## src/rtl/ldt_pkg.sv

```systemverilog
// constants, register map and types for the long count timer
// How it works
// the count is a 24-bit counter advanced from a dedicated 32768 Hz oscillator tick.
// in normal operation the tick is divided by 16 then 2048, so one count is one second.
// in calibration mode the second prescaler is skipped and the tick is divided by 16 only.
// the timer is configured over the register bus and counts in normal and low power off mode.
// the timer can be started in normal mode with either prescaler option selected.
// the host calibrates by running the counter for a known time and reading back the count.
// a 16-bit after-run target and a 24-bit wake-up target are writable and readable.
// after reset the timer idles; after-run counting starts on run enable, wake-up on low power off in functions 4 and 5 and on the after-run hit in function 3.
// in function 1, reaching the after-run target raises an interrupt and stops the counter.
// the host clears run enable before reading the count and sets it again to resume.
// the prescaler path only changes between normal and calibration while run enable is clear.
package ldt_pkg;
  localparam int unsigned LDT_CLK_HZ = 10_000_000;
  localparam int unsigned LDT_OSC_HZ = 32768;
  localparam int unsigned LDT_PRE1_DIV = 16;
  localparam int unsigned LDT_PRE2_DIV = 2048;
  localparam int unsigned LDT_CNT_W = 24;
  localparam int unsigned LDT_AR_W = 16;

  // register byte offsets
  localparam logic [4:0] LDT_OFF_CTRL = 5'h00;
  localparam logic [4:0] LDT_OFF_AFTER = 5'h04;
  localparam logic [4:0] LDT_OFF_WAKE = 5'h08;
  localparam logic [4:0] LDT_OFF_COUNT = 5'h0C;
  localparam logic [4:0] LDT_OFF_STAT = 5'h10;
  localparam logic [4:0] LDT_OFF_MASK = 5'h14;
  localparam logic [4:0] LDT_OFF_STATE = 5'h18;

  // timer functions
  localparam logic [2:0] LDT_FN_IRQ = 3'h1;
  localparam logic [2:0] LDT_FN_OFF = 3'h2;
  localparam logic [2:0] LDT_FN_OFF_WAKE = 3'h3;
  localparam logic [2:0] LDT_FN_WAKE = 3'h4;
  localparam logic [2:0] LDT_FN_OVF = 3'h5;

  // status bit positions
  localparam int unsigned LDT_ST_AFTER = 0;
  localparam int unsigned LDT_ST_WAKE = 1;
  localparam int unsigned LDT_ST_OVF = 2;
  localparam int unsigned LDT_ST_OTHER = 3;
  localparam int unsigned LDT_ST_W = 4;

  localparam logic [31:0] LDT_RST_WORD = 32'h0000_0000;

  typedef struct packed {
    logic clear_count;
    logic cal_mode;
    logic [2:0] func;
    logic timer_run_enable;
  } ldt_ctrl_t;

  typedef enum logic [4:0] {
    LDT_IDLE = 5'b00001,
    LDT_AFTER_RUN = 5'b00010,
    LDT_LP_WAIT = 5'b00100,
    LDT_WAKE_RUN = 5'b01000,
    LDT_STOPPED = 5'b10000
  } ldt_state_t;
endpackage

```

## src/rtl/ldt_prescaler.sv

```systemverilog
// oscillator tick generator and two-stage prescaler
module ldt_prescaler
  import ldt_pkg::*;
#(
  parameter int unsigned CLK_HZ = LDT_CLK_HZ,
  parameter int unsigned OSC_HZ = LDT_OSC_HZ,
  parameter int unsigned PRE1_DIV = LDT_PRE1_DIV,
  parameter int unsigned PRE2_DIV = LDT_PRE2_DIV
) (
  // clock and reset
  input wire logic core_clk_i,
  input wire logic sys_rst_i,
  // control
  input wire logic run_i,
  input wire logic cal_i,
  // count enable
  output logic tick_o
);
  localparam int unsigned ACC_W = $clog2(CLK_HZ) + 1;
  localparam logic [ACC_W-1:0] OSC_STEP = ACC_W'(OSC_HZ);
  localparam logic [ACC_W-1:0] CLK_MOD = ACC_W'(CLK_HZ);
  localparam logic [3:0] PRE1_LAST = 4'(PRE1_DIV - 1);
  localparam logic [10:0] PRE2_LAST = 11'(PRE2_DIV - 1);

  logic [ACC_W-1:0] acc_q;
  logic osc_tick;
  logic [3:0] pre1_q;
  logic [10:0] pre2_q;
  logic pre1_tick;

  // fractional accumulator stands in for the free-running oscillator
  assign osc_tick = (acc_q + OSC_STEP) >= CLK_MOD;

  always_ff @(posedge core_clk_i) begin
    if (sys_rst_i) begin
      acc_q <= '0;
    end else if (osc_tick) begin
      acc_q <= acc_q + OSC_STEP - CLK_MOD;
    end else begin
      acc_q <= acc_q + OSC_STEP;
    end
  end

  assign pre1_tick = run_i && osc_tick && (pre1_q == PRE1_LAST);

  // prescalers hold while stopped so a paused count resumes without a lost fraction
  always_ff @(posedge core_clk_i) begin
    if (sys_rst_i) begin
      pre1_q <= '0;
    end else if (run_i && osc_tick) begin
      pre1_q <= (pre1_q == PRE1_LAST) ? 4'h0 : pre1_q + 4'h1;
    end
  end

  always_ff @(posedge core_clk_i) begin
    if (sys_rst_i) begin
      pre2_q <= '0;
    end else if (pre1_tick && !cal_i) begin
      pre2_q <= (pre2_q == PRE2_LAST) ? 11'h000 : pre2_q + 11'h001;
    end
  end

  assign tick_o = pre1_tick && (cal_i || pre2_q == PRE2_LAST);
endmodule // ldt_prescaler

```

## src/rtl/ldt_timer.sv

```systemverilog
// long count timer with avalon-mm register slave
module ldt_timer
  import ldt_pkg::*;
#(
  parameter int unsigned CNT_W = LDT_CNT_W,
  parameter int unsigned AR_W = LDT_AR_W
) (
  // clock and reset
  input wire logic core_clk_i,
  input wire logic sys_rst_i,
  // avalon-mm slave
  input wire logic [4:0] avs_address_i,
  input wire logic avs_read_i,
  input wire logic avs_write_i,
  input wire logic [31:0] avs_writedata_i,
  output logic [31:0] avs_readdata_o,
  output logic avs_waitrequest_o,
  // power mode interface
  input wire logic low_power_off_mode_i,
  input wire logic other_wake_i,
  output logic low_power_off_mode_request_o,
  output logic wake_request_o,
  // interrupt
  output logic irq_o
);
  ldt_ctrl_t ctrl_q;
  logic cal_sel_q;
  logic [AR_W-1:0] after_q;
  logic [CNT_W-1:0] wake_q;
  logic [CNT_W-1:0] count_q;
  logic [LDT_ST_W-1:0] stat_q;
  logic [LDT_ST_W-1:0] mask_q;
  logic [31:0] rdata_q;
  logic ack_q;
  logic low_power_off_mode_q;
  logic wake_q_pulse;
  ldt_state_t state_q;
  logic req;
  logic wr_en;
  logic rd_en;
  logic counting;
  logic tick;
  logic hit_after;
  logic hit_wake;
  logic hit_ovf;
  logic lp_rise;
  logic [LDT_ST_W-1:0] ev;

  // answer on the second cycle of every access
  assign req = avs_read_i || avs_write_i;
  assign avs_waitrequest_o = req && !ack_q;
  assign wr_en = avs_write_i && ack_q;
  assign rd_en = avs_read_i && ack_q;
  assign avs_readdata_o = rdata_q;

  always_ff @(posedge core_clk_i) begin
    if (sys_rst_i) begin
      ack_q <= 1'b0;
    end else begin
      ack_q <= req && !ack_q;
    end
  end

  always_ff @(posedge core_clk_i) begin
    if (sys_rst_i) begin
      rdata_q <= LDT_RST_WORD;
    end else if (avs_read_i && !ack_q) begin
      case (avs_address_i)
        LDT_OFF_CTRL: rdata_q <= 32'(ctrl_q);
        LDT_OFF_AFTER: rdata_q <= 32'(after_q);
        LDT_OFF_WAKE: rdata_q <= 32'(wake_q);
        LDT_OFF_COUNT: rdata_q <= 32'(count_q);
        LDT_OFF_STAT: rdata_q <= 32'(stat_q);
        LDT_OFF_MASK: rdata_q <= 32'(mask_q);
        LDT_OFF_STATE: rdata_q <= {26'h0, cal_sel_q, state_q};
        default: rdata_q <= LDT_RST_WORD;
      endcase
    end
  end

  // configuration registers
  always_ff @(posedge core_clk_i) begin
    if (sys_rst_i) begin
      ctrl_q <= '0;
    end else if (wr_en && avs_address_i == LDT_OFF_CTRL) begin
      ctrl_q <= ldt_ctrl_t'(avs_writedata_i[5:0]);
    end else begin
      ctrl_q.clear_count <= 1'b0;
    end
  end

  always_ff @(posedge core_clk_i) begin
    if (sys_rst_i) begin
      after_q <= '0;
      wake_q <= '0;
      mask_q <= '0;
    end else if (wr_en) begin
      if (avs_address_i == LDT_OFF_AFTER) after_q <= avs_writedata_i[AR_W-1:0];
      if (avs_address_i == LDT_OFF_WAKE) wake_q <= avs_writedata_i[CNT_W-1:0];
      if (avs_address_i == LDT_OFF_MASK) mask_q <= avs_writedata_i[LDT_ST_W-1:0];
    end
  end

  // a mid-run switch would leave a partial second-stage count, so only take it while stopped
  always_ff @(posedge core_clk_i) begin
    if (sys_rst_i) begin
      cal_sel_q <= 1'b0;
    end else if (!ctrl_q.timer_run_enable) begin
      cal_sel_q <= ctrl_q.cal_mode;
    end
  end

  assign counting = ctrl_q.timer_run_enable &&
                    (state_q == LDT_AFTER_RUN || state_q == LDT_WAKE_RUN);

  ldt_prescaler u_pre (
    .core_clk_i(core_clk_i),
    .sys_rst_i(sys_rst_i),
    .run_i(counting),
    .cal_i(cal_sel_q),
    .tick_o(tick)
  );

  assign hit_after = state_q == LDT_AFTER_RUN && count_q == CNT_W'(after_q);
  assign hit_wake = state_q == LDT_WAKE_RUN && ctrl_q.func != LDT_FN_OVF && count_q == wake_q;
  assign hit_ovf = state_q == LDT_WAKE_RUN && ctrl_q.func == LDT_FN_OVF && (&count_q);

  always_ff @(posedge core_clk_i) begin
    if (sys_rst_i) begin
      low_power_off_mode_q <= 1'b0;
    end else begin
      low_power_off_mode_q <= low_power_off_mode_i;
    end
  end
  assign lp_rise = low_power_off_mode_i && !low_power_off_mode_q;

  // timer state machine
  always_ff @(posedge core_clk_i) begin
    if (sys_rst_i || ctrl_q.clear_count) begin
      state_q <= LDT_IDLE;
    end else begin
      case (state_q)
        LDT_IDLE: begin
          if (ctrl_q.timer_run_enable) begin
            if (ctrl_q.func == LDT_FN_WAKE || ctrl_q.func == LDT_FN_OVF) begin
              state_q <= LDT_LP_WAIT;
            end else begin
              state_q <= LDT_AFTER_RUN;
            end
          end
        end
        LDT_AFTER_RUN: begin
          if (hit_after) begin
            state_q <= (ctrl_q.func == LDT_FN_OFF_WAKE) ? LDT_WAKE_RUN : LDT_STOPPED;
          end
        end
        LDT_LP_WAIT: begin
          if (lp_rise) state_q <= LDT_WAKE_RUN;
        end
        LDT_WAKE_RUN: begin
          if (hit_wake || hit_ovf) state_q <= LDT_STOPPED;
        end
        LDT_STOPPED: state_q <= LDT_STOPPED;
        default: state_q <= LDT_IDLE;
      endcase
    end
  end

  // counter is cleared on restart and on the after-run to wake-up handover
  always_ff @(posedge core_clk_i) begin
    if (sys_rst_i || ctrl_q.clear_count) begin
      count_q <= '0;
    end else if (state_q == LDT_AFTER_RUN && hit_after && ctrl_q.func == LDT_FN_OFF_WAKE) begin
      count_q <= '0;
    end else if (counting && tick && !hit_after && !hit_wake && !hit_ovf) begin
      count_q <= count_q + CNT_W'(1);
    end
  end

  // power mode requests, one cycle each
  always_ff @(posedge core_clk_i) begin
    if (sys_rst_i) begin
      low_power_off_mode_request_o <= 1'b0;
      wake_q_pulse <= 1'b0;
    end else begin
      low_power_off_mode_request_o <= hit_after &&
                         (ctrl_q.func == LDT_FN_OFF || ctrl_q.func == LDT_FN_OFF_WAKE);
      wake_q_pulse <= hit_wake || hit_ovf;
    end
  end
  assign wake_request_o = wake_q_pulse;

  // sticky events; a new event wins over the clear-on-read
  assign ev[LDT_ST_AFTER] = hit_after;
  assign ev[LDT_ST_WAKE] = hit_wake;
  assign ev[LDT_ST_OVF] = hit_ovf;
  assign ev[LDT_ST_OTHER] = other_wake_i && state_q == LDT_WAKE_RUN;

  always_ff @(posedge core_clk_i) begin
    if (sys_rst_i) begin
      stat_q <= '0;
    end else if (rd_en && avs_address_i == LDT_OFF_STAT) begin
      stat_q <= ev;
    end else begin
      stat_q <= stat_q | ev;
    end
  end

  assign irq_o = |(stat_q & mask_q);
endmodule // ldt_timer

```

## config.mk

```make
export PLATFORM = sky130hd
export DESIGN_NAME = ldt_timer
export DESIGN_NICKNAME = d
export VERILOG_FILES = /design/src/rtl/ldt_pkg.sv /design/src/rtl/ldt_prescaler.sv /design/src/rtl/ldt_timer.sv
export SDC_FILE = /design/constraint.sdc
export NUM_CORES = 1
export LEC_CHECK = 0
export BUFFER_PORTS_ARGS = -buffer_cell sky130_fd_sc_hd__buf_2
export CAP_MARGIN = 20
export CORE_UTILIZATION = 40
export DETAILED_ROUTE_END_ITERATION = 16
export SETUP_SLACK_MARGIN = 0.02
export SLEW_MARGIN = 30
export SYNTH_ARGS = -nofsm -noshare
export SYNTH_HDL_FRONTEND = slang
export SYNTH_SLANG_ARGS = --single-unit
```

## constraint.sdc

```tcl
create_clock -name core_clk_i -period 4.4 [get_ports core_clk_i]
set_input_delay 1.1 -clock core_clk_i [delete_from_list [all_inputs] [get_ports core_clk_i]]
set_output_delay 1.1 -clock core_clk_i [all_outputs]
set_load 0.01 [all_outputs]
```

# Word level (Yosys, flattened, before mapping)
# Index checks and enable logic that the tools add are counted.
# totals
ff_bits	160
in_bits	43
out_inout_bits	36
# classes
addsub	5
magnitude_cmp	1
n_eq_ne	24
muxes	12
n_bitwise	3
reduce_logical	47
# ops
operator	count
24-bit case mux with 7 select lines	1
25-bit by 16-bit adder with 25-bit output (second input constant)	1
25-bit by 24-bit >= comparator with 1-bit output (second input constant)	1
1-bit logical AND	25
25-bit 2-to-1 mux	1
5-bit 2-to-1 mux	5
5-bit case mux with 5 select lines	1
25-bit by 24-bit subtractor with 25-bit output (second input constant)	1
24-bit by 1-bit adder with 24-bit output (second input constant)	1
24-bit by 16-bit equality test with 1-bit output	1
24-bit equality test	1
24-bit AND reduction	1
5-bit equality test (second input constant)	4
5-bit by 4-bit equality test with 1-bit output (second input constant)	3
11-bit by 1-bit adder with 11-bit output (second input constant)	1
11-bit equality test (second input constant)	1
11-bit 2-to-1 mux	1
5-bit by 3-bit equality test with 1-bit output (second input constant)	2
4-bit 2-to-1 mux	2
1-bit logical OR	7
3-bit by 2-bit equality test with 1-bit output (second input constant)	2
3-bit equality test (second input constant)	2
1-bit logical NOT	6
2-bit inequality test (second input constant)	3
15 further kinds	18

# Longest topological paths before layout
# Gate-level depths: netlist (run 1).
# logic_depth
word_depth	10
ltp_mapped	13
mapped_depth_nobuf	10

# Hierarchy
# A second synthesis (run 1) with hierarchy kept.
# unflattened
hier_cells	975
area_unflattened_um2	7861.3
# modules_own_cells
mod	n_inst	cells_each	area_each_um2	seq_area_each_um2
ldt_timer	1	722	5760.5	2242.2
ldt_prescaler	1	253	2100.8	660.6

# Worst setup path before layout (run 1)
# OpenSTA, ideal clock, no wires.
# synth_timing
path_kind	input port to flip-flop
start	in avs_address_i[1]
end	reg after_q[12]
setup_ps	71
t_arrival_ps	3135
setup_slack_ps	1195
stages	9
n_path_buf	3
path_cell_list	or2_2 -> clkbuf_1 -> nor3b_1 -> nor2b_1 -> and3_1 -> clkbuf_1 -> buf_2 -> nand2_1 -> a21oi_1
# synth_between
elab_chain_cells	2
# synth_lines
element	line	text
start, declared	ldt_timer.sv:12	input wire logic [4:0] avs_address_i,
5-bit by 3-bit equality test with 1-bit output	ldt_timer.sv:98	if (avs_address_i == LDT_OFF_AFTER) after_q <= avs_writedata_i[AR_W-1:0];
2-bit AND reduction (no line)	--	
end signal, assigned	ldt_timer.sv:98	
end, declared	ldt_timer.sv:28	logic [AR_W-1:0] after_q;
# Every way passes these cells.
# A chain may end at the register's enable or synchronous reset.

# Final worst setup path (run 1)
# layout_timing
start	reg u_pre.acc_q[15]
end	reg count_q[17]
# layout_between
elab_chain_cells	9
# layout_lines
element	line	text
start, declared	ldt_prescaler.sv:25	logic [ACC_W-1:0] acc_q;
start signal, assigned	ldt_prescaler.sv:38	acc_q <= acc_q + OSC_STEP - CLK_MOD;
start signal, assigned	ldt_prescaler.sv:40	acc_q <= acc_q + OSC_STEP;
25-bit by 16-bit adder with 25-bit output	ldt_prescaler.sv:32	assign osc_tick = (acc_q + OSC_STEP) >= CLK_MOD;
25-bit by 24-bit >= comparator with 1-bit output	ldt_prescaler.sv:32	
1-bit logical AND (2 in series)	ldt_prescaler.sv:44	assign pre1_tick = run_i && osc_tick && (pre1_q == PRE1_LAST);
1-bit logical AND	ldt_prescaler.sv:63	assign tick_o = pre1_tick && (cal_i || pre2_q == PRE2_LAST);
1-bit logical AND (4 in series)	ldt_timer.sv:175	end else if (counting && tick && !hit_after && !hit_wake && !hit_ovf) begin
end signal, assigned	ldt_timer.sv:176	count_q <= count_q + CNT_W'(1);
end, declared	ldt_timer.sv:30	logic [CNT_W-1:0] count_q;
# Every way passes these cells.

==> results of run 1 <==
kinds of logic (layout without fill, tap and decap cells):
kind of cell | Yosys count | count (layout) | synth area share
buffers and inverters | 94 | 122 | 0.0558
muxes | 23 | 23 | 0.0314
other | 1 | 8 | 0.000504
DFF | 145 | 145 | 0.390
adders and majority gates | 7 | 7 | 0.0118
AOI/OAI and AO/OA | 185 | 185 | 0.153
xor gates and xnor gates | 83 | 83 | 0.0976
and+or+nand+nor | 401 | 401 | 0.260
worst max-delay path: cells and delay by family (launching register included):
| kind | cells | cell delay [ps] |
|---|---|---|
| AO/OA/AOI/OAI | 4 | 880 |
| flip-flops | 1 | 520 |
| AND/OR/NAND/NOR | 4 | 1470 |
| adder cells (fa/ha/maj) | 1 | 470 |
routing by layer:
metal  global-route usage  routed length, um  vias up
met5                    0                  0        -
met4               0.0651                340        0
met3               0.0443                866       25
met2                0.338               8920      155
met1                0.294               9510     3126
li1                     -                  -     3284
sequential cells by signal, summed over array words and instances, names as in the netlist, 5 cells and up:
name and flops:
avs_readdata_o 24, wake_q 24, u_pre.pre2_q 11, ctrl_q 6
after_q 16, u_pre.acc_q 18, state_q 5, count_q 24
power breakdown:
part	internal [mW]	switching [mW]	leakage (nW)	total [mW]
Sequential	1.33	0.0238	1.17	1.35
Clock	0.967	0.583	0.297	1.55
Combinational	0.0600	0.114	1.89	0.174
Total	2.35	0.721	3.35	3.07
per-stage QoR:
stage               cells  hold WS (ps)  instance area, um2  total power, mW
global placement     1171           440                7820             1.55
finish               1203           450                8460             3.07
CTS                  1203           453                8450             3.10
floorplan             946           449                7470             1.50
global route         1203           473                8460             3.19
detailed placement   1171           445                7820             1.55
worst paths after layout:
path | to | slack, ps
max | count_q[17] | 940
min | avs_readdata_o[1] | 450
max reg2reg | count_q[17] | 940
min reg2reg | avs_readdata_o[1] | 450
layout by cell type (no fill, tap or decap), drive strengths merged, types with 5 or more instances in the layout:
| cell type | n |
|---|---|
| nand2 | 130 |
| mux2i | 20 |
| a22oi | 31 |
| nand3 | 24 |
| clkbuf | 20 |
| nor2 | 114 |
| xor2 | 59 |
| nor3b | 5 |
| and3 | 11 |
| buf | 76 |
| or3 | 11 |
| xnor2 | 24 |
| conb | 8 |
| nor2b | 5 |
| a21oi | 97 |
| nor4 | 22 |
| nand4 | 17 |
| inv | 15 |
| and4 | 7 |
| nor3 | 24 |
| nand2b | 5 |
| o21ai | 19 |
| dfxtp | 145 |
| ha | 7 |
final cells by class:
type,count,area (um2),share of cell area
Clock inverter,12,183,0.0216
Sequential cell,145,2900,0.343
Multi-Input combinational cell,707,4170,0.493
Tap cell,229,287,0.0339
Inverter,14,52.6,0.00621
Timing Repair Buffer,76,418,0.0494
Clock buffer,20,447,0.0528
==> results.yml, run 1 <==
sta:
  rsz0062_at_grt: "no"
  period_utilization_post_route: 0.785
  layout_setup_ws_ps: 944
  finalHoldViolCount: 0
  setup_tns_ps: 0
  fmax_mhz: 289
  finClkSkew_ps: 10.6
  finalWorstPathRequiredPeriod_ps: 3460
  relSlewSlack: 0.425
  report.final.setup_viol: 0
  worst_pin_slew_ps: 856
  timing_max_transition_violations_final: 0
critical_path:
  crit_path_cell_trace: "ha_1, nand3_1, or3b_1, a32oi_2, a221o_1, nand3b_4, nor4_1, a21boi_0, o21a_1"
  worst-r2r-cell-count: 9
  path_class: "register to register"
  critPathRequiredTime_ps: 4720
  critical_path_peak_fanout: 19
  crit_slowest_cell: "sky130_fd_sc_hd__nor4_1"
  cp-startpoint: "u_pre.acc_q[15]"
  critPathArrivalTime_ps: 3780
  timing.critical_path.to_type: "register"
  crit_path_start_kind: "register"
  rr_startpoint: "u_pre.acc_q[15]"
  crit_path_max_incr_delay_ps: 670
place:
  detailedPlace.worstSlack_ps: 790
  place.detailed.hpwl_mm: 13.6
  buffer_ports.inserted: 62
  gpl_wtd_cong: 0.821
finish:
  flow.area_growth_from_synthesis_pct: 13.6
  nets: 1011
  n_antenna_cell: 0
  finish.utilization: 0.468
  layout.filler_cells: 1787
  proportion_of_layout_cells_with_a_drive_suffix_above_1: 0.126
die:
  initial_standard_cell_utilization_of_the_core: 0.412
  fp.dieW_um: 138
  placeableCoreArea_um2: 18100
  num_io_pins: 79
  rows: 49
  die_area_um2: 19200
  height_of_the_chip_um: 138
clock_tree:
  cts-root-to-sink-buffers: 2
  holdBufCountCts: 0
  cts_root_buf: "sky130_fd_sc_hd__clkbuf_16"
  cts_setup_buffers: 0
  cts-buffers-inserted: 17
  clk_transition_reported_paths_ps: 60
  post_cts_resized: 0
  htree_levels: 4
  tritoncts: "built"
  clock_sinks: 145
  worst_skew_pair.late_latency_ps: 430
route:
  vias: 6590
  routed_wire_length_per_instance_um: 16.3
  route.detailed.drc: 4
  routed_via_density: 5.48
  route.antenna.remaining_nets: 0
  postRouteWirelength_mm: 19.6
  drt_first_iter_violations: 557
  drt_pass1_iterations: 11
hold_path:
  worstHoldStart: "avs_readdata_o[1]"
  min_path_cells: 2
  hold_class: "register to register"
power:
  power_leakage_nw: 3.35
  irDropWorstVdd_uv: 280
  p_per_area_nw_per_um2: 363
yosys:
  netlist_instances: 939
  synth.distinct_cells: 65
  avgSynthCellArea_um2: 7.93
  synth.area.top_cells: "sky130_fd_sc_hd__dfxtp_1 (39%), sky130_fd_sc_hd__xor2_1 (6.9%), sky130_fd_sc_hd__nand2_1 (6.6%), sky130_fd_sc_hd__a21oi_1 (6.5%), sky130_fd_sc_hd__nor2_1 (5.7%)"
  yosys_most_used_dff: "sky130_fd_sc_hd__dfxtp_1"
  yosys_warnings: 0
  synth_area_leader_cell: "sky130_fd_sc_hd__dfxtp_1"
  postSynthRegisterBits: 145
  synth_edf_count: 0
  post_synth_design_cell_area_um2: 7440
  synth_top_area_share: 0.390
  synth_sequential_area_ratio: 0.390
  cell_with_the_most_instances_after_synthesis: "sky130_fd_sc_hd__dfxtp_1"
  synth_commonest_cells: "sky130_fd_sc_hd__dfxtp_1 (145), sky130_fd_sc_hd__nand2_1 (130), sky130_fd_sc_hd__nor2_1 (114)"
  asyncSetResetFlopFracSynth: 0
global_route:
  grt_pass1_wl_mm: 32.7
  global_route.usage.total: 0.215
  grt-ovfl-total: 0
  grt_antenna_before_repair: 0
  first_global_vias: 6092
  grt_max_degree: 69
status:
  outcome: "finished with violations"
  violations: "design-rule violations"
run:
  timing.max_cap.violations: 0
Power figures use the tool's default switching activity.
==> inputs of run 2 (changes only) <==
==> constraint.sdc (replaced) <==
create_clock -name core_clk_i -period 3.45 [get_ports core_clk_i]
set_input_delay 0.8625 -clock core_clk_i [delete_from_list [all_inputs] [get_ports core_clk_i]]
set_output_delay 0.8625 -clock core_clk_i [all_outputs]
set_load 0.01 [all_outputs]
==> results.yml, run 2 (synthesis gave the netlist of run 1 again) <==
global_route:
  first_global_vias: 6207
  grt_util_met2: 0.352
  grt_most_used_layer: "met2"
  met1_usage: 0.293
  grt_antenna_before_repair: 0
  use_met3: 0.0402
  grt_max_degree: 73
  grt_pass1_wl_mm: 32.9
  global_route.usage.total: 0.218
  grt-ovfl-total: 0
clock_tree:
  cts-root-to-sink-buffers: 2
  tritoncts: "built"
  holdBufCountCts: 0
  cts-buffers-inserted: 17
  cts_root_buf: "sky130_fd_sc_hd__clkbuf_16"
  clk_transition_reported_paths_ps: 60
  clock_sinks: 145
  cts_setup_buffers: 0
  worst_skew_pair.late_latency_ps: 430
  htree_levels: 4
  post_cts_resized: 0
die:
  fp.dieW_um: 138
  rows: 49
  height_of_the_chip_um: 138
  num_io_pins: 79
  initial_standard_cell_utilization_of_the_core: 0.412
  die_area_um2: 19200
  placeableCoreArea_um2: 18100
power:
  p_per_area_nw_per_um2: 458
  seq_power_share: 0.433
  power.share.switching: 0.236
  power_leakage_nw: 3.44
  switch_pwr_mw: 0.926
  power_report.internal_total_mw: 3.01
  pwr-share-clk: 0.502
  power_frac_comb: 0.065
  irDropWorstVdd_uv: 356
finish:
  layout.area.seq_um2: 2900
  fin_cells: 1219
  finish.utilization: 0.475
  layout.cells.most_common: "sky130_fd_sc_hd__dfxtp_1"
  n_antenna_cell: 0
  flow.area_growth_from_synthesis_pct: 15.4
  layout.filler_cells: 1782
  area_of_combinational_cells_with_multiple_inputs_um2: 4160
  nets: 1028
  design_area_um2: 8590
  proportion_of_layout_cells_with_a_drive_suffix_above_1: 0.141
  mostFrequentLayoutCells: "sky130_fd_sc_hd__dfxtp_1 (145), sky130_fd_sc_hd__nand2_1 (130), sky130_fd_sc_hd__nor2_1 (114), sky130_fd_sc_hd__a21oi_1 (97), sky130_fd_sc_hd__buf_2 (61)"
hold_path:
  worstHoldStart: "avs_readdata_o[3]"
  whs_endpoint: "avs_readdata_o[3]"
  hold_class: "register to register"
  min_path_cells: 2
route:
  routed_wire_length_per_instance_um: 16.5
  route.detailed.drc: 4
  postRouteWirelength_mm: 20.1
  drt_pass1_iterations: 12
  vias: 6615
  routed_via_density: 5.43
  route.antenna.remaining_nets: 0
  drt_first_iter_violations: 434
place:
  gpl_wtd_cong: 0.838
  detailedPlace.worstSlack_ps: 326
  postPlaceCellArea_um2: 7960
  place.detailed.hpwl_mm: 14.2
  dp_cells: 1188
  buffer_ports.inserted: 62
sta:
  period_utilization_post_route: 0.930
  finClkSkew_ps: 10.1
  report.final.setup_viol: 0
  worst_pin_slew_ps: 929
  layout_setup_ws_ps: 242
  timing_max_transition_violations_final: 0
  finalWorstPathRequiredPeriod_ps: 3210
  setup_tns_ps: 0
  finalHoldViolCount: 0
  fmax_mhz: 312
  relSlewSlack: 0.375
  rsz0062_at_grt: "no"
critical_path:
  critPathRequiredTime_ps: 3770
  timing.critical_path.to_type: "register"
  critPathArrivalTime_ps: 3530
  crit_slowest_cell: "sky130_fd_sc_hd__nor4_1"
  crit_path_start_kind: "register"
  worst-r2r-cell-count: 9
  path_class: "register to register"
  crit_path_cell_trace: "ha_1, nand3_1, or3b_1, a32oi_2, a221o_1, nand3b_4, nor4_1, a31oi_1, o21a_1"
  rr_startpoint: "u_pre.acc_q[15]"
  critical_path_peak_fanout: 8
  endpoint_of_the_worst_register_to_register_path: "count_q[20]"
  crit_path_max_incr_delay_ps: 790
  r2r_slack_ps: 240
status:
  outcome: "finished with violations"
  violations: "design-rule violations"
run:
  timing.max_cap.violations: 0
run 2: changes by cell type in the layout (fill, tap and decap cells not counted):
| cell | delta |
|---|---|
| sky130_fd_sc_hd__clkinvlp_4 | +1 |
| sky130_fd_sc_hd__nor4_2 | -1 |
| sky130_fd_sc_hd__clkbuf_1 | -2 |
| sky130_fd_sc_hd__buf_12 | +1 |
| sky130_fd_sc_hd__clkinv_4 | -1 |
| sky130_fd_sc_hd__nor4_1 | +1 |
| sky130_fd_sc_hd__clkinv_2 | +1 |
| sky130_fd_sc_hd__buf_4 | +16 |
run 2: critical path, delay by kind of cell, from the launching register on:
kind	cells	cell delay [ps]
simple gates	4	1510
flops	1	340
compound gates	4	940
fa+ha+maj	1	310
run 2: stage by stage:
stage / hold WS (ps) / power [mW]
after CTS: 456 / 3.95
after global routing: 504 / 4.07
after detailed placement: 446 / 1.99
final: 450 / 3.93
after floorplan: 449 / 1.91
after global placement: 439 / 1.99
run 2: cell type report:
type	count	area share
multi-input combinational	707	0.485
sequential	145	0.338
clock inverter	13	0.0217
clock buffer	18	0.0511
tap	229	0.0334
timing repair buffer	93	0.0650
inverter	14	0.00612
run 2: worst max-delay path by stage:
stage / slack [ps] / depth (start not counted) / startpoint / to
after detailed placement: 330 / 9 / u_pre.acc_q[15] / count_q[20]
after CTS: 280 / 9 / u_pre.acc_q[15] / count_q[20]
after floorplan: 430 / 12 / u_pre.acc_q[15] / u_pre.pre2_q[10]
after global routing: 50 / 9 / u_pre.acc_q[16] / count_q[20]
final: 240 / 9 / u_pre.acc_q[15] / count_q[20]
after global placement: 300 / 9 / u_pre.acc_q[15] / count_q[12]
run 2: routing by layer:
layer,vias up,share of wire
li1,3331,-
met2,167,0.46
met4,0,0.014
met5,-,0
met1,3093,0.48
met3,24,0.047
run 2: power by group through the flow:
stage	Combinational, mW	Sequential (mW)	Clock (mW)
after floorplan	0.173	1.74	0
after global placement	0.254	1.74	0
after detailed placement	0.254	1.74	0
after CTS	0.255	1.70	2.00
after global routing	0.286	1.71	2.08
final	0.257	1.70	1.97
==> inputs of run 3 (changes only) <==
--- a/config.mk
+++ b/config.mk
@@ -5,6 +5,7 @@
 export SDC_FILE = /design/constraint.sdc
 export NUM_CORES = 1
 export LEC_CHECK = 0
+export ABC_AREA = 1
 export BUFFER_PORTS_ARGS = -buffer_cell sky130_fd_sc_hd__buf_2
 export CAP_MARGIN = 20
 export CORE_UTILIZATION = 40
==> results.yml, run 3 <==
hold_path:
  worstHoldStart: "avs_readdata_o[23]"
  whs_endpoint: "avs_readdata_o[23]"
  min_path_cells: 2
  hold_class: "register to register"
sta:
  finalHoldViolCount: 0
  report.final.setup_viol: 0
  finClkSkew_ps: 28.6
  fmax_mhz: 349
  setup_tns_ps: 0
  worst_pin_slew_ps: 925
  finalWorstPathRequiredPeriod_ps: 2870
  rsz0062_at_grt: "no"
  period_utilization_post_route: 0.831
  relSlewSlack: 0.382
  layout_setup_ws_ps: 582
  timing_max_transition_violations_final: 0
critical_path:
  endpoint_of_the_worst_register_to_register_path: "count_q[19]"
  critPathArrivalTime_ps: 3150
  critical_path_peak_fanout: 25
  worst-r2r-cell-count: 14
  critPathRequiredTime_ps: 3730
  path_class: "register to register"
  r2r_slack_ps: 580
  crit_path_start_kind: "register"
  rr_startpoint: "u_pre.pre2_q[0]"
  timing.critical_path.to_type: "register"
global_route:
  grt_pass1_wl_mm: 36.3
  grt-ovfl-total: 0
  first_global_vias: 7076
  grt_antenna_before_repair: 0
  grt_max_degree: 47
  global_route.usage.total: 0.231
yosys:
  post_synth_design_cell_area_um2: 7870
  asyncSetResetFlopFracSynth: 0
  cell_with_the_most_instances_after_synthesis: "sky130_fd_sc_hd__nand2_1"
  synth.area.top_cells: "sky130_fd_sc_hd__dfxtp_1 (37%), sky130_fd_sc_hd__nand2_1 (11%), sky130_fd_sc_hd__a21oi_1 (7.3%), sky130_fd_sc_hd__nor2_1 (6.0%), sky130_fd_sc_hd__inv_1 (5.6%)"
  synth_top_area_share: 0.369
  avgSynthCellArea_um2: 6.88
  synth_sequential_area_ratio: 0.369
  synth_area_leader_cell: "sky130_fd_sc_hd__dfxtp_1"
  postSynthRegisterBits: 145
  yosys_most_used_dff: "sky130_fd_sc_hd__dfxtp_1"
  yosys_warnings: 0
  synth_commonest_cells: "sky130_fd_sc_hd__nand2_1 (235), sky130_fd_sc_hd__dfxtp_1 (145), sky130_fd_sc_hd__nor2_1 (126)"
  netlist_instances: 1145
  synth_edf_count: 0
  synth.distinct_cells: 49
run:
  timing.max_cap.violations: 0
die:
  initial_standard_cell_utilization_of_the_core: 0.414
  fp.dieW_um: 142
  num_io_pins: 79
  placeableCoreArea_um2: 19000
  height_of_the_chip_um: 142
  die_area_um2: 20200
  rows: 50
place:
  gpl_wtd_cong: 0.926
  detailedPlace.worstSlack_ps: 622
  buffer_ports.inserted: 62
  place.detailed.hpwl_mm: 16.6
power:
  power_frac_comb: 0.070
  seq_power_share: 0.443
  irDropWorstVdd_uv: 349
  power_leakage_nw: 3.45
  power.share.switching: 0.253
  pwr-share-clk: 0.487
  power_report.internal_total_mw: 2.90
  switch_pwr_mw: 0.981
  p_per_area_nw_per_um2: 434
clock_tree:
  clock_sinks: 145
  cts_setup_buffers: 0
  holdBufCountCts: 0
  tritoncts: "built"
  cts-root-to-sink-buffers: 2
  cts-buffers-inserted: 17
  post_cts_resized: 0
  clk_transition_reported_paths_ps: 60
  htree_levels: 4
  cts_root_buf: "sky130_fd_sc_hd__clkbuf_16"
  worst_skew_pair.late_latency_ps: 440
route:
  vias: 7584
  postRouteWirelength_mm: 22.5
  route.detailed.drc: 0
  routed_wire_length_per_instance_um: 15.4
  drt_pass1_iterations: 5
  route.antenna.remaining_nets: 0
  routed_via_density: 5.19
  drt_first_iter_violations: 554
finish:
  n_antenna_cell: 0
  flow.area_growth_from_synthesis_pct: 13.5
  proportion_of_layout_cells_with_a_drive_suffix_above_1: 0.119
  layout.cells.most_common: "sky130_fd_sc_hd__nand2_1"
  mostFrequentLayoutCells: "sky130_fd_sc_hd__nand2_1 (235), sky130_fd_sc_hd__dfxtp_1 (145), sky130_fd_sc_hd__nor2_1 (125), sky130_fd_sc_hd__inv_1 (116), sky130_fd_sc_hd__a21oi_1 (115)"
  nets: 1237
status:
  outcome: "complete, no violations"
run 3: cell types whose count changed after synthesis, moves of 25 or more:
cell                       before  now
sky130_fd_sc_hd__a22oi_1       31    0
sky130_fd_sc_hd__clkbuf_1      54   29
sky130_fd_sc_hd__inv_1         14  117
sky130_fd_sc_hd__o21ai_0       18   70
sky130_fd_sc_hd__nand2_1      130  235
sky130_fd_sc_hd__nand3_1       24   50
sky130_fd_sc_hd__nand4_1       16   45
run 3: final cells by class:
type / count / area, um2
Inverter: 123 / 462
Timing Repair Buffer: 76 / 415
Fill cell: 2028 / 10100
Tap cell: 260 / 325
Multi-Input combinational cell: 824 / 4230
Clock inverter: 13 / 153
Clock buffer: 19 / 453
Sequential cell: 145 / 2900
run 3: cells by family (layout without fill, tap and decap cells):
kind of cell	Yosys count	after routing	share of synthesized area
AOI/OAI and AO/OA	233	233	0.163
xor gates and xnor gates	59	59	0.0656
adders and majority gates	7	7	0.0111
buffers and inverters	183	231	0.0980
DFF	145	145	0.369
other	1	8	0.000476
and+or+nand+nor	517	517	0.293
run 3: per-layer routing:
metal  wire length, um  vias up  track usage
met1             10800     3486        0.308
met2             10200      227        0.376
met4               478        0       0.0889
met3              1070       31       0.0350
li1                  -     3840            -
met5                 0        -            0
run 3: worst max path at each step:
stage	start	endpoint	slack [ps]
final	u_pre.pre2_q[0]	count_q[19]	580
after global routing	u_pre.pre2_q[0]	count_q[22]	290
after CTS	u_pre.pre2_q[0]	count_q[15]	580
after detailed placement	avs_address_i[1]	wake_q[19]	620
after global placement	count_q[1]	count_q[0]	640
after floorplan	avs_address_i[1]	after_q[11]	1110
run 3: worst max-delay path: stages, from the launching register on:
cell                      delay [ps]
sky130_fd_sc_hd__dfxtp_1         410
sky130_fd_sc_hd__ha_1            190
sky130_fd_sc_hd__nand2_1          70
sky130_fd_sc_hd__inv_2            70
sky130_fd_sc_hd__nand2_1          60
sky130_fd_sc_hd__nor2_2          140
sky130_fd_sc_hd__nand2_1          90
sky130_fd_sc_hd__nor3_2          150
sky130_fd_sc_hd__nand2_1         110
sky130_fd_sc_hd__nand2_1         130
sky130_fd_sc_hd__nand2_1         110
sky130_fd_sc_hd__nor2_4          560
sky130_fd_sc_hd__nand3_4         400
sky130_fd_sc_hd__nand2_1         160
sky130_fd_sc_hd__a21oi_1          70
run 3: through the flow:
stage                     area [um2]  instances  hold slack [ps]  utilization  total power [mW]
after floorplan                 7900       1152              424            -              1.94
after global placement          8330       1428              452        0.438              2.03
after detailed placement        8330       1428              457        0.438              2.03
after CTS                       8940       1460              467        0.470              3.92
after global routing            8940       1460              481        0.470              4.02
final                           8940       1460              462        0.470              3.88
run 3: power by group through the flow:
stage | logic (mW) | registers, mW | clock network (mW)
6_report | 0.272 | 1.72 | 1.89
5_1_grt | 0.305 | 1.72 | 1.99
4_1_cts | 0.269 | 1.72 | 1.93
3_5_place_dp | 0.268 | 1.76 | 0
3_3_place_gp | 0.269 | 1.76 | 0
2_1_floorplan | 0.187 | 1.75 | 0
